`src/core/seq_pkg.sv`:
```
// sequencer register bank: port addresses, indices, field positions, reset values
// assumes the host bus logic runs on the same clock as the sequencer
package seq_pkg;

	// host i/o ports
	localparam logic [15:0] INDEX_PORT_ADDR = 16'h03c4;
	localparam logic [15:0] DATA_PORT_ADDR  = 16'h03c5;

	// indices within the data port
	localparam logic [4:0] IDX_RESET_CTRL = 5'h00;
	localparam logic [4:0] IDX_CLK_MODE   = 5'h01;
	localparam logic [4:0] IDX_PLANE_MASK = 5'h02;
	localparam logic [4:0] IDX_FONT_SEL   = 5'h03;
	localparam logic [4:0] IDX_MEM_MODE   = 5'h04;

	// defined bits of each register, reserved bits read zero
	localparam logic [7:0] INDEX_MASK      = 8'h1f;
	localparam logic [7:0] RESET_CTRL_MASK = 8'h03;
	localparam logic [7:0] CLK_MODE_MASK   = 8'h3d;
	localparam logic [7:0] PLANE_MASK_MASK = 8'h0f;
	localparam logic [7:0] FONT_SEL_MASK   = 8'h3f;
	localparam logic [7:0] MEM_MODE_MASK   = 8'h0e;

	// values after reset
	localparam logic [4:0] INDEX_RST      = 5'h00;
	localparam logic [7:0] RESET_CTRL_RST = 8'h03;
	localparam logic [7:0] CLK_MODE_RST   = 8'h00;
	localparam logic [7:0] PLANE_MASK_RST = 8'h0f;
	localparam logic [7:0] FONT_SEL_RST   = 8'h00;
	localparam logic [7:0] MEM_MODE_RST   = 8'h00;

	// field positions
	localparam int RST_SYNC_BIT   = 1;
	localparam int RST_ASYNC_BIT  = 0;
	localparam int CM_SCREEN_OFF  = 5;
	localparam int CM_SHIFT4      = 4;
	localparam int CM_DOT_DIV2    = 3;
	localparam int CM_SHIFT_LOAD  = 2;
	localparam int CM_DOT8        = 0;
	localparam int FS_A_MSB       = 5;
	localparam int FS_B_MSB       = 4;
	localparam int FS_A_HI        = 3;
	localparam int FS_A_LO        = 2;
	localparam int FS_B_HI        = 1;
	localparam int FS_B_LO        = 0;
	localparam int MM_CHAIN4      = 3;
	localparam int MM_ODD_EVEN    = 2;
	localparam int MM_EXT_MEM     = 1;
	localparam int ATTR_FONT_AB   = 3;
	localparam int ATTR_FONT_PL   = 4;

	// character cell widths in dots, minus one
	localparam logic [3:0] CHAR_LAST_DOT9 = 4'h8;
	localparam logic [3:0] CHAR_LAST_DOT8 = 4'h7;
	// serializer load spacing in character clocks, minus one
	localparam logic [1:0] LOAD_LAST_EVERY1 = 2'h0;
	localparam logic [1:0] LOAD_LAST_EVERY2 = 2'h1;
	localparam logic [1:0] LOAD_LAST_EVERY4 = 2'h3;

	typedef enum logic [1:0] {
		ST_HALT = 2'b01,
		ST_RUN  = 2'b10
	} seq_state_t;

endpackage : seq_pkg

```
`src/core/char_clock_gen.sv`:
```
// dot, character and serializer load timing of the sequencer
// assumes run is decoded from flip-flops on mclk; config fields are levels on mclk
`timescale 1ns/100ps
module char_clock_gen
	import seq_pkg::*;
(
	input  wire logic mclk,
	input  wire logic nrst,
	input  wire logic run,
	input  wire logic cfg_div2,
	input  wire logic cfg_dot8,
	input  wire logic cfg_shift4,
	input  wire logic cfg_shift2,
	output logic      dot_tick,
	output logic      char_tick,
	output logic      serial_load,
	output logic      fetch_32bit
);

	typedef struct packed {
		logic       div_ph;
		logic [3:0] dot_cnt;
		logic [1:0] load_cnt;
		logic       div2;
		logic       dot8;
		logic       shift4;
		logic       shift2;
		logic       dot_tick;
		logic       char_tick;
		logic       serial_load;
	} ccg_state_t;

	ccg_state_t s_q;
	ccg_state_t s_d;
	logic       dot_en;
	logic       char_end;
	logic [3:0] last_dot;
	logic [1:0] last_load;

	////////////////////////////////////////////////////////////////////////////
	// next state
	always_comb begin
		s_d = s_q;
		dot_en = run && (!s_q.div2 || s_q.div_ph);
		last_dot = s_q.dot8 ? CHAR_LAST_DOT8 : CHAR_LAST_DOT9;
		if (s_q.shift4) begin
			last_load = LOAD_LAST_EVERY4;
		end else if (s_q.shift2) begin
			last_load = LOAD_LAST_EVERY2;
		end else begin
			last_load = LOAD_LAST_EVERY1;
		end
		char_end = dot_en && (s_q.dot_cnt >= last_dot);
		s_d.dot_tick = dot_en;
		s_d.char_tick = char_end;
		s_d.serial_load = char_end && (s_q.load_cnt >= last_load);
		if (!run) begin
			// halted sequencer is cleared and takes new config at once
			s_d.div_ph = 1'b0;
			s_d.dot_cnt = '0;
			s_d.load_cnt = '0;
		end else begin
			s_d.div_ph = !s_q.div_ph;
			if (char_end) begin
				s_d.dot_cnt = '0;
				s_d.load_cnt = (s_q.load_cnt >= last_load) ? 2'h0 : s_q.load_cnt + 2'h1;
			end else if (dot_en) begin
				s_d.dot_cnt = s_q.dot_cnt + 4'h1;
			end
		end
		// config is taken at a character boundary, or on every cycle while halted
		if (!run || char_end) begin
			s_d.div2 = cfg_div2;
			s_d.dot8 = cfg_dot8;
			s_d.shift4 = cfg_shift4;
			s_d.shift2 = cfg_shift2;
		end
	end

	// state register
	always_ff @(posedge mclk or negedge nrst) begin
		if (!nrst) begin
			s_q <= '0;
		end else begin
			s_q <= s_d;
		end
	end

	assign dot_tick = s_q.dot_tick;
	assign char_tick = s_q.char_tick;
	assign serial_load = s_q.serial_load;
	assign fetch_32bit = s_q.shift4;

endmodule : char_clock_gen

```
`src/core/plane_steer.sv`:
```
// steers a processor memory write onto the four plane write enables
// assumes mem_wr and addr_lo come from logic on mclk
`timescale 1ns/100ps
module plane_steer
	import seq_pkg::*;
(
	input  wire logic       mclk,
	input  wire logic       nrst,
	input  wire logic       mem_wr,
	input  wire logic [1:0] addr_lo,
	input  wire logic [3:0] plane_mask,
	input  wire logic       chain4,
	input  wire logic       seq_planes,
	output logic [3:0]      plane_wr_en
);

	typedef struct packed {
		logic [3:0] wr_en;
	} ps_state_t;

	ps_state_t  s_q;
	ps_state_t  s_d;
	logic [3:0] sel;

	////////////////////////////////////////////////////////////////////////////
	// plane decode, chain four over odd/even over mask alone
	always_comb begin
		s_d = s_q;
		if (chain4) begin
			sel = 4'h1 << addr_lo;
		end else if (!seq_planes) begin
			sel = addr_lo[0] ? 4'ha : 4'h5;
		end else begin
			sel = 4'hf;
		end
		s_d.wr_en = mem_wr ? (sel & plane_mask) : 4'h0;
	end

	// state register
	always_ff @(posedge mclk or negedge nrst) begin
		if (!nrst) begin
			s_q <= '0;
		end else begin
			s_q <= s_d;
		end
	end

	assign plane_wr_en = s_q.wr_en;

endmodule : plane_steer

```
`src/core/vga_sequencer_control.sv`:
```
// sequencer register bank: index/data port pair, reset control, timing and plane steering
// assumes host i/o strobes, memory writes and attribute bytes arrive on mclk
`timescale 1ns/100ps
module vga_sequencer_control
	import seq_pkg::*;
(
	input  wire logic        mclk,
	input  wire logic        nrst,
	input  wire logic [15:0] io_addr,
	input  wire logic        io_wr,
	input  wire logic        io_rd,
	input  wire logic [7:0]  io_wdata,
	output logic [7:0]       io_rdata,
	output logic             io_rdata_valid,
	input  wire logic        cpu_mem_wr,
	input  wire logic [1:0]  vmem_addr_lo,
	input  wire logic [7:0]  attr_byte,
	input  wire logic [1:0]  ext_font_plane_sel,
	output logic [3:0]       plane_wr_en,
	output logic             mem_extended,
	output logic             seq_running,
	output logic             screen_blank,
	output logic             dot_tick,
	output logic             char_tick,
	output logic             serial_load,
	output logic             fetch_32bit,
	output logic [2:0]       font_block,
	output logic             font_plane
);

	typedef struct packed {
		logic [4:0] index;
		logic [7:0] reset_ctrl;
		logic [7:0] clk_mode;
		logic [7:0] plane_mask;
		logic [7:0] font_sel;
		logic [7:0] mem_mode;
		seq_state_t state;
		logic [7:0] rdata;
		logic       rvalid;
		logic       blank;
		logic [2:0] font_block;
		logic       font_plane;
		logic       ext_mem;
		logic       running;
	} top_state_t;

	top_state_t s_q;
	top_state_t s_d;
	logic       hit_index;
	logic       hit_data;
	logic       run;
	logic       cc_char_tick;
	logic [2:0] map_num;
	logic [7:0] data_rd;

	////////////////////////////////////////////////////////////////////////////
	// font map number to 8 KB block index, numbers run even blocks then odd
	function automatic logic [2:0] map_to_block(input logic [2:0] num);
		map_to_block = {num[1:0], num[2]};
	endfunction : map_to_block

	////////////////////////////////////////////////////////////////////////////
	// register file, run control and font selection
	always_comb begin
		s_d = s_q;
		hit_index = (io_addr == INDEX_PORT_ADDR);
		hit_data = (io_addr == DATA_PORT_ADDR);

		// data port readback, reserved bits and unused indices read zero
		unique case (s_q.index)
			IDX_RESET_CTRL: data_rd = s_q.reset_ctrl & RESET_CTRL_MASK;
			IDX_CLK_MODE:   data_rd = s_q.clk_mode & CLK_MODE_MASK;
			IDX_PLANE_MASK: data_rd = s_q.plane_mask & PLANE_MASK_MASK;
			IDX_FONT_SEL:   data_rd = s_q.font_sel & FONT_SEL_MASK;
			IDX_MEM_MODE:   data_rd = s_q.mem_mode & MEM_MODE_MASK;
			default:        data_rd = 8'h00;
		endcase

		// host writes; reserved bits are dropped so they always read zero
		if (io_wr && hit_index) begin
			s_d.index = io_wdata[4:0];
		end
		if (io_wr && hit_data) begin
			unique case (s_q.index)
				IDX_RESET_CTRL: s_d.reset_ctrl = io_wdata & RESET_CTRL_MASK;
				IDX_CLK_MODE:   s_d.clk_mode = io_wdata & CLK_MODE_MASK;
				IDX_PLANE_MASK: s_d.plane_mask = io_wdata & PLANE_MASK_MASK;
				IDX_FONT_SEL:   s_d.font_sel = io_wdata & FONT_SEL_MASK;
				IDX_MEM_MODE:   s_d.mem_mode = io_wdata & MEM_MODE_MASK;
				default:        s_d.index = s_q.index;
			endcase
		end

		// read answer one cycle after the strobe
		s_d.rvalid = io_rd && (hit_index || hit_data);
		if (io_rd && hit_index) begin
			s_d.rdata = {3'h0, s_q.index};
		end else if (io_rd && hit_data) begin
			s_d.rdata = data_rd;
		end else begin
			s_d.rdata = 8'h00;
		end

		// run control: async bit halts now, sync bit halts at character end
		unique case (s_q.state)
			ST_RUN: begin
				if (!s_q.reset_ctrl[RST_ASYNC_BIT]) begin
					s_d.state = ST_HALT;
				end else if (!s_q.reset_ctrl[RST_SYNC_BIT] && cc_char_tick) begin
					s_d.state = ST_HALT;
				end
			end
			ST_HALT: begin
				if (s_q.reset_ctrl[RST_ASYNC_BIT] && s_q.reset_ctrl[RST_SYNC_BIT]) begin
					s_d.state = ST_RUN;
				end
			end
		endcase
		s_d.running = (s_d.state == ST_RUN);

		// picture blanked when screen off or halted; syncs are not gated here
		s_d.blank = s_q.clk_mode[CM_SCREEN_OFF] || (s_q.state != ST_RUN);

		// font map: attribute bit 3 picks A or B only with extended memory set
		if (s_q.mem_mode[MM_EXT_MEM] && !attr_byte[ATTR_FONT_AB]) begin
			map_num = {s_q.font_sel[FS_B_MSB], s_q.font_sel[FS_B_HI],
				s_q.font_sel[FS_B_LO]};
		end else begin
			map_num = {s_q.font_sel[FS_A_MSB], s_q.font_sel[FS_A_HI],
				s_q.font_sel[FS_A_LO]};
		end
		s_d.font_block = map_to_block(map_num);
		s_d.font_plane = attr_byte[ATTR_FONT_PL] ? ext_font_plane_sel[1]
			: ext_font_plane_sel[0];
		s_d.ext_mem = s_q.mem_mode[MM_EXT_MEM];
	end

	// state register
	always_ff @(posedge mclk or negedge nrst) begin
		if (!nrst) begin
			s_q.index      <= INDEX_RST;
			s_q.reset_ctrl <= RESET_CTRL_RST;
			s_q.clk_mode   <= CLK_MODE_RST;
			s_q.plane_mask <= PLANE_MASK_RST;
			s_q.font_sel   <= FONT_SEL_RST;
			s_q.mem_mode   <= MEM_MODE_RST;
			s_q.state      <= ST_HALT;
			s_q.rdata      <= 8'h00;
			s_q.rvalid     <= 1'b0;
			s_q.blank      <= 1'b1;
			s_q.font_block <= 3'h0;
			s_q.font_plane <= 1'b0;
			s_q.ext_mem    <= 1'b0;
			s_q.running    <= 1'b0;
		end else begin
			s_q <= s_d;
		end
	end

	// async reset bit gates the timing at once, without waiting for the state
	assign run = (s_q.state == ST_RUN) && s_q.reset_ctrl[RST_ASYNC_BIT];

	////////////////////////////////////////////////////////////////////////////
	// character clock and serializer timing
	char_clock_gen u_ccg (
		.mclk        (mclk),
		.nrst        (nrst),
		.run         (run),
		.cfg_div2    (s_q.clk_mode[CM_DOT_DIV2]),
		.cfg_dot8    (s_q.clk_mode[CM_DOT8]),
		.cfg_shift4  (s_q.clk_mode[CM_SHIFT4]),
		.cfg_shift2  (s_q.clk_mode[CM_SHIFT_LOAD]),
		.dot_tick    (dot_tick),
		.char_tick   (cc_char_tick),
		.serial_load (serial_load),
		.fetch_32bit (fetch_32bit)
	);

	// plane write steering
	plane_steer u_ps (
		.mclk        (mclk),
		.nrst        (nrst),
		.mem_wr      (cpu_mem_wr),
		.addr_lo     (vmem_addr_lo),
		.plane_mask  (s_q.plane_mask[3:0]),
		.chain4      (s_q.mem_mode[MM_CHAIN4]),
		.seq_planes  (s_q.mem_mode[MM_ODD_EVEN]),
		.plane_wr_en (plane_wr_en)
	);

	////////////////////////////////////////////////////////////////////////////
	// outputs, each from a flip-flop
	assign char_tick = cc_char_tick;
	assign io_rdata = s_q.rdata;
	assign io_rdata_valid = s_q.rvalid;
	assign mem_extended = s_q.ext_mem;
	assign seq_running = s_q.running;
	assign screen_blank = s_q.blank;
	assign font_block = s_q.font_block;
	assign font_plane = s_q.font_plane;

endmodule : vga_sequencer_control

```
`config.mk`:
```
export PLATFORM = sky130hd
export DESIGN_NAME = vga_sequencer_control
export DESIGN_NICKNAME = d
export VERILOG_FILES = /design/src/core/seq_pkg.sv /design/src/core/char_clock_gen.sv /design/src/core/plane_steer.sv /design/src/core/vga_sequencer_control.sv
export SDC_FILE = /design/constraint.sdc
export NUM_CORES = 1
export LEC_CHECK = 0
export ABC_AREA = 0
export BUFFER_PORTS_ARGS = -buffer_cell sky130_fd_sc_hd__buf_2
export CAP_MARGIN = 20
export CORE_UTILIZATION = 49
export CTS_CLUSTER_SIZE = 25
export DETAILED_ROUTE_END_ITERATION = 6
export GPL_TIMING_DRIVEN = 0
export PLACE_DENSITY_LB_ADDON = 0.25
export SETUP_SLACK_MARGIN = 0.1
export SKIP_CTS_REPAIR_TIMING = 1
export SYNTH_ARGS = -nofsm -noshare
export SYNTH_HDL_FRONTEND = slang
export SYNTH_SLANG_ARGS = --single-unit
```
`constraint.sdc`:
```
create_clock -name mclk -period 1.77 [get_ports mclk]
set_input_delay 0.177 -clock mclk [delete_from_list [all_inputs] [get_ports mclk]]
set_output_delay 0.177 -clock mclk [all_outputs]
set_load 0.05 [all_outputs]
```
==> run metrics, run 1 <==
Seq/Total Area, Yosys=about half; top_reg_cell synth=dfrtp_1; Rows=27; final setup fails=12; Total Nets Final=between 300 and 400; CTS H-tree depth=3; Arrival @ worst endpoint=2120 ps; Adder-Cell Fraction of Synth Area=slightly above 3%; first-pass GRT wire length=between 9 and 10 mm; initial drt markers=151; pwr/cell area=697 mW/mm^2; CTS max path bufs=2; Peak VDD IR=0.515 mV; Final Hold Fails=0; vias in the first global route=2020; Die H=approximately 79 um; Port Buffers=54; Post-Syn Area=0.00288 sq mm; crit end category=register; top cell type's share of synthesized area=44.3%; fin worst setup slack=-116 ps; antenna violations before repair=0; Worst-path clk slew=60 ps; Logic pwr share=4.7%; post-synthesis register bit count=59; Max Slew Vio Count=0; antenna-violating nets left=0; die area=0.00619 sq mm; Vias/cell=5.48; Crit-path slowest cell=dfrtp_1; leakage power total=1.82 nW; synthesis-to-layout area growth=28.3%; Clock Latency Late Sink=350 ps; via count=approximately 2.2k; Tot Pwr=0.00257 W; Synth Area in Compound Gates=10.3%; post-layout min period=1890 ps; RSZ-0062 raised after global routing=true; Post-synth EDFFs=0; largest net degree at the start of global routing=between 40 and 50; total negative slack=-959 ps; failing checks=negative setup slack; CTS tree=yes; fmax=530 MHz; Internal Pwr Total=0.00198 W; post-synth cell types=55; CP startpoint kind=register; net switching power figure=a little under 0.0006 W; Ant. Diodes=0; Synth area leader=dfrtp_1; simple-gate area share of the yosys netlist=15.3%; Hold Path Class=primary input to register; Seq pwr share=52.5%; Sw Share=23.1%; post-synthesis xor/xnor area fraction=0%; largest family of logic cells by synthesized area=simple AND/OR/NAND/NOR gates; crit share post-route=107%; drt first pass iters=4; Clk pwr share=42.8%; Wirelength per Cell=15.4 um; clock sinks=59; Synth Warn #=0; die width=roughly 80 um; CORE AREA=0.00557 sq mm; fill count=435; clock buffer count from CTS=9; Critical Path Max Stage Delay=about 420 ps; Root Buffer=clkbuf_8; routability cong.=0.888; DP Worst Slack=-305 ps; GRT overflow=0; CP Cell Sequence=ha_1 -> nand2b_4 -> a2111oi_4 -> buf_6 -> o31ai_4 -> mux2_4; worst-path fanout max=8; Synth Area per Inst=~12 sq um; cells after synthesis=238; WP data required=around 2000 ps; worst hold slack=60.1 ps; top cells by area, synth=dfrtp_1 44%, mux2_2 13%, dfstp_2 7.3%; Residual DRC=0; post-synthesis mux area share=14.5%; Final Skew=around 3.6 ps; HPWL after detailed placement=4.20 mm; Max-cap violations=0; status=complete, but fails checks; # IOs=between 60 and 70; WL final=between 6 and 7 mm; effective utilization at floorplan=51.6%; fraction of layout cells with a size suffix above 1=48.0%; global-route usage over all layers=between 20% and 30%; CP Class=register to register; FFs w/ async S/R, synth=between 90% and 100%
## final timing paths
check	start	end	slack (ps)	cells past startpoint
setup / recovery	u_ccg.s_q[5]	u_ccg.fetch_32bit	-120	6
hold / removal	ext_font_plane_sel[1]	font_plane	60	2
setup reg to reg	u_ccg.s_q[5]	u_ccg.fetch_32bit	-120	6
hold reg to reg	s_d[1]	mem_extended	430	0
max in group asynchronous	nrst	screen_blank	820	3
min in group asynchronous	nrst	s_d[1]	320	2
## final cells by class
cell class                      count  area, sq um  area share, %
Clock buffer                       14          163           4.40
Sequential cell                    59         1490           40.3
Timing Repair Buffer               66          383           10.4
Clock inverter                      2         10.0          0.271
Buffer                             16          131           3.56
Tap cell                           72         90.1           2.44
Inverter                           10         37.5           1.02
Multi-Input combinational cell    154         1390           37.6
## cells in the final DEF, fill, tap and decap left out, types with 4 or more instances in the layout
cell / instances
clkbuf_1: 5
a22o_1: 4
dfstp_2: 8
buf_4: 19
nor2_1: 11
o21ai_0: 5
nand2_1: 11
dfrtp_1: 48
a21oi_1: 7
mux2_2: 16
buf_2: 54
nor4b_1: 5
mux2_4: 16
and3_1: 5
clkbuf_8: 11
ha_1: 6
inv_1: 10
## logic make-up (layout without fill, tap and decap cells)
kind of cell               count (synthesis)  count (layout)
muxes                                     36              36
AOI/OAI and AO/OA                         37              37
DFF                                       59              59
and+or+nand+nor                           72              72
adders and majority gates                  7               7
other                                      1               2
buffers and inverters                     26             108
## cell usage after synthesis (2+ instances only)
cell type,n
o21ai_0,5
a32o_1,2
o22ai_1,2
inv_1,10
buf_4,11
ha_1,7
nand2_1,11
nor2_1,14
a22o_1,4
o211ai_1,2
dfrtp_1,51
nor4_1,2
a221o_1,3
nor3_1,4
nand3_1,3
mux2_2,32
clkbuf_1,3
a21oi_1,7
and3_1,7
nor4bb_1,2
nand4_1,3
nor2b_1,3
dfstp_2,8
nor4b_1,6
mux2i_1,3
nand2b_1,2
or2_2,2
and2_1,2
## layer usage
layer | GRT usage [%] | share of wire, % | vias up
met3 | 4.65 | 3.8 | 14
met2 | 32.5 | 47 | 50
met4 | 12.8 | 2.3 | 0
met1 | 27.7 | 47 | 1056
li1 | - | - | 1035
met5 | 0 | 0 | -
## sequential cells by signal (all words and copies together), names as in the netlist, 3 cells and up
signal and count:
s_q 26, u_ccg.s_q 10, io_rdata 6, u_ps.plane_wr_en 4
font_block 3
## through the flow
| step | instances | util, % | cell area (sq um) |
|---|---|---|---|
| CTS | 382 | 62.4 | 3480 |
| finish | 393 | 66.3 | 3690 |
| detailed placement | 366 | 59.3 | 3300 |
| global route | 393 | 66.3 | 3690 |
| global placement | 365 | 58.9 | 3280 |
| floorplan | 239 | - | 2920 |
## worst max-delay path: cells and delay by family, from the launching register on
family	cells	cell delay, ps
flops	1	420
compound gates	2	430
mux	1	310
buf+inv	1	180
fa+ha+maj	1	280
simple gates	1	140
## power by group through the flow
| stage | Sequential, W | Clock [W] | Combinational, W |
|---|---|---|---|
| after global placement | 0.00138 | 0 | 0.000112 |
| after global routing | 0.00135 | 0.00119 | 0.000136 |
| after CTS | 0.00135 | 0.00112 | 0.000120 |
| after floorplan | 0.00138 | 0 | 0.0000286 |
| after detailed placement | 0.00138 | 0 | 0.000120 |
| final | 0.00135 | 0.00110 | 0.000121 |
No activity file was read; power rests on OpenSTA's default activity.
==> run 2, diff against run 1 <==
--- a/config.mk
+++ b/config.mk
@@ -14,7 +14,6 @@
 export GPL_TIMING_DRIVEN = 0
 export PLACE_DENSITY_LB_ADDON = 0.25
 export SETUP_SLACK_MARGIN = 0.1
-export SKIP_CTS_REPAIR_TIMING = 1
 export SYNTH_ARGS = -nofsm -noshare
 export SYNTH_HDL_FRONTEND = slang
 export SYNTH_SLANG_ARGS = --single-unit
==> run 2 against run 1 <==
  * Cell area is 2.9% higher
  * The flow still finishes with violations (negative setup slack)
  * Sequential cell count did not move
  * Power down 0.18%
  * Non-clock buffer count rose by 6
  * Highest routed layer unchanged
  * Wire length grew 4.2%
==> run metrics, run 2 (same netlist as run 1, synthesis figures left out) <==
status=complete, but fails checks (unchanged); failing checks=negative setup slack (unchanged); pwr/cell area=676 mW/mm^2 (was 697 mW/mm^2); clock buffer count from CTS=9 (unchanged); effective utilization at floorplan=51.6% (unchanged); Critical Path Max Stage Delay=430 ps (was 420 ps); Clock Latency Late Sink=340 ps (was 350 ps); Root Buffer=clkbuf_8 (unchanged); Peak VDD IR=0.510 mV (was 0.515 mV); die width=78.7 um (unchanged); dpl cells=366 (unchanged); CTS tree=yes (unchanged); via count=2206 (was 2155); post-layout min period=1860 ps (was 1890 ps); largest net degree at the start of global routing=42 (unchanged); CP startpoint kind=register (unchanged); fraction of layout cells with a size suffix above 1=51.4% (was 48.0%); WP buf/inv=0 (was 1); leakage power total=1.86 nW (was 1.82 nW); max reg flops=26 (unchanged); CTS max path bufs=2 (unchanged); CP top delay family=simple AND/OR/NAND/NOR gates (was compound AO/OA/AOI/OAI gates); final setup fails=11 (was 12); CTS H-tree depth=3 (unchanged); routability cong.=0.888 (unchanged); Final Hold Fails=0 (unchanged); first-pass GRT wire length=9.83 mm (was 9.61 mm); die area=0.00619 sq mm (unchanged); Max-cap violations=0 (unchanged); global-route usage over all layers=21.8% (was 21.3%); Port Buffers=54 (unchanged); Largest Register=s_q (unchanged); RSZ-0062 raised after global routing=true (unchanged); antenna violations before repair=0 (unchanged); worst-path fanout max=4 (was 8); # IOs=65 (unchanged); Vias/cell=5.53 (was 5.48); Die H=78.7 um (unchanged); Final Skew=2.62 ps (was 3.61 ps); Max Slew Vio Count=0 (unchanged); CP Class=register to register (unchanged); FF-to-FF Start=u_ccg.fetch_32bit (was u_ccg.s_q[5]); Rows=27 (unchanged); Hold Path Class=primary input to register (unchanged); most frequent cells in the layout=54 x buf_2, 46 x dfrtp_1, 21 x buf_4 (was 54 x buf_2, 48 x dfrtp_1, 19 x buf_4); initial drt markers=176 (was 151); hold_sp=ext_font_plane_sel[1] (unchanged); HPWL after detailed placement=4.20 mm (unchanged); fmax=539 MHz (was 530 MHz); Crit-path slowest cell=dfrtp_2 (was dfrtp_1); CORE AREA=0.00557 sq mm (unchanged); synthesis-to-layout area growth=32.1% (was 28.3%); Total Nets Final=370 (was 364); Arrival @ worst endpoint=2090 ps (was 2120 ps); WL final=6.29 mm (was 6.04 mm); vias in the first global route=2082 (was 2020); worst setup path start=u_ccg.fetch_32bit (was u_ccg.s_q[5]); crit end category=register (unchanged); WP data required=2000 ps (about the same); Wirelength per Cell=15.8 um (was 15.4 um); drt first pass iters=4 (unchanged); fin worst setup slack=-85.5 ps (was -116 ps); most common cell after layout, fill and taps aside=buf_2 (unchanged); clock sinks=59 (unchanged); CP Cell Sequence=or2_4 -> ha_1 -> nand2b_4 -> a211oi_1 -> or4_1 -> a32o_1 (was ha_1 -> nand2b_4 -> a2111oi_4 -> buf_6 -> o31ai_4 -> mux2_4); final core utilization=68.2% (was 66.3%); GRT overflow=0 (unchanged); crit share post-route=105% (was 107%); Ant. Diodes=0 (unchanged); antenna-violating nets left=0 (unchanged); post-route insts no fill=399 (was 393); Worst-path clk slew=60 ps (about the same); Residual DRC=0 (unchanged)
==> run 2: area by class of cell <==
cell class | count | area, sq um
flip-flops and latches | 59 | 1490
well taps | 72 | 90.1
inverters | 10 | 37.5
plain buffers | 16 | 131
fillers | 423 | 1770
clock inverters | 2 | 10.0
repair buffers | 72 | 443
clock buffers | 14 | 163
multi-input cells | 154 | 1440
==> run 2: worst paths after layout <==
kind,to,slack [ps],cells past startpoint
worst max-delay path,u_ccg.s_q[8],-90,6
worst min-delay path,font_plane,60,2
worst max register to register,u_ccg.s_q[8],-90,6
worst min register to register,mem_extended,420,0
max in group asynchronous,s_q[51],810,3
min in group asynchronous,s_d[1],320,2
==> run 2: power breakdown <==
group	switching, W	internal, W	total [W]
combinational	0.0000755	0.0000461	0.000122
clock	0.000515	0.000581	0.00110
sequential	0.000000375	0.00135	0.00135
total	0.000591	0.00198	0.00257
==> run 2: layer usage <==
layer	vias up	share of wire [%]	track usage, %	routed length, um
li1	1046	-	-	-
met1	1087	44	27.8	2790
met2	56	48	33.8	3050
met3	17	4.5	4.77	281
met4	0	2.8	13.5	177
met5	-	0	0	0
==> run 2: per-stage QoR <==
step                hold WS [ps]  cell area [sq um]  setup WS, ps  total power (W)  setup TNS [ps]
global placement             408               3280          -293          0.00149           -3740
floorplan                   -119               2920          -130          0.00141            -489
global route                65.4               3800          -155          0.00268           -1300
CTS                         52.0               3590          -120          0.00259            -860
detailed placement           159               3300          -305          0.00150           -5050
finish                      61.5               3800         -85.5          0.00257            -516
==> run 2: timing repair <==
action	CTS	global route
setup buffers	10	7
resized for setup	10	38
pin swaps	9	17
hold endpoints to repair	17	0
setup endpoints to repair	27	38
cloned	0	0
hold buffers	1	0
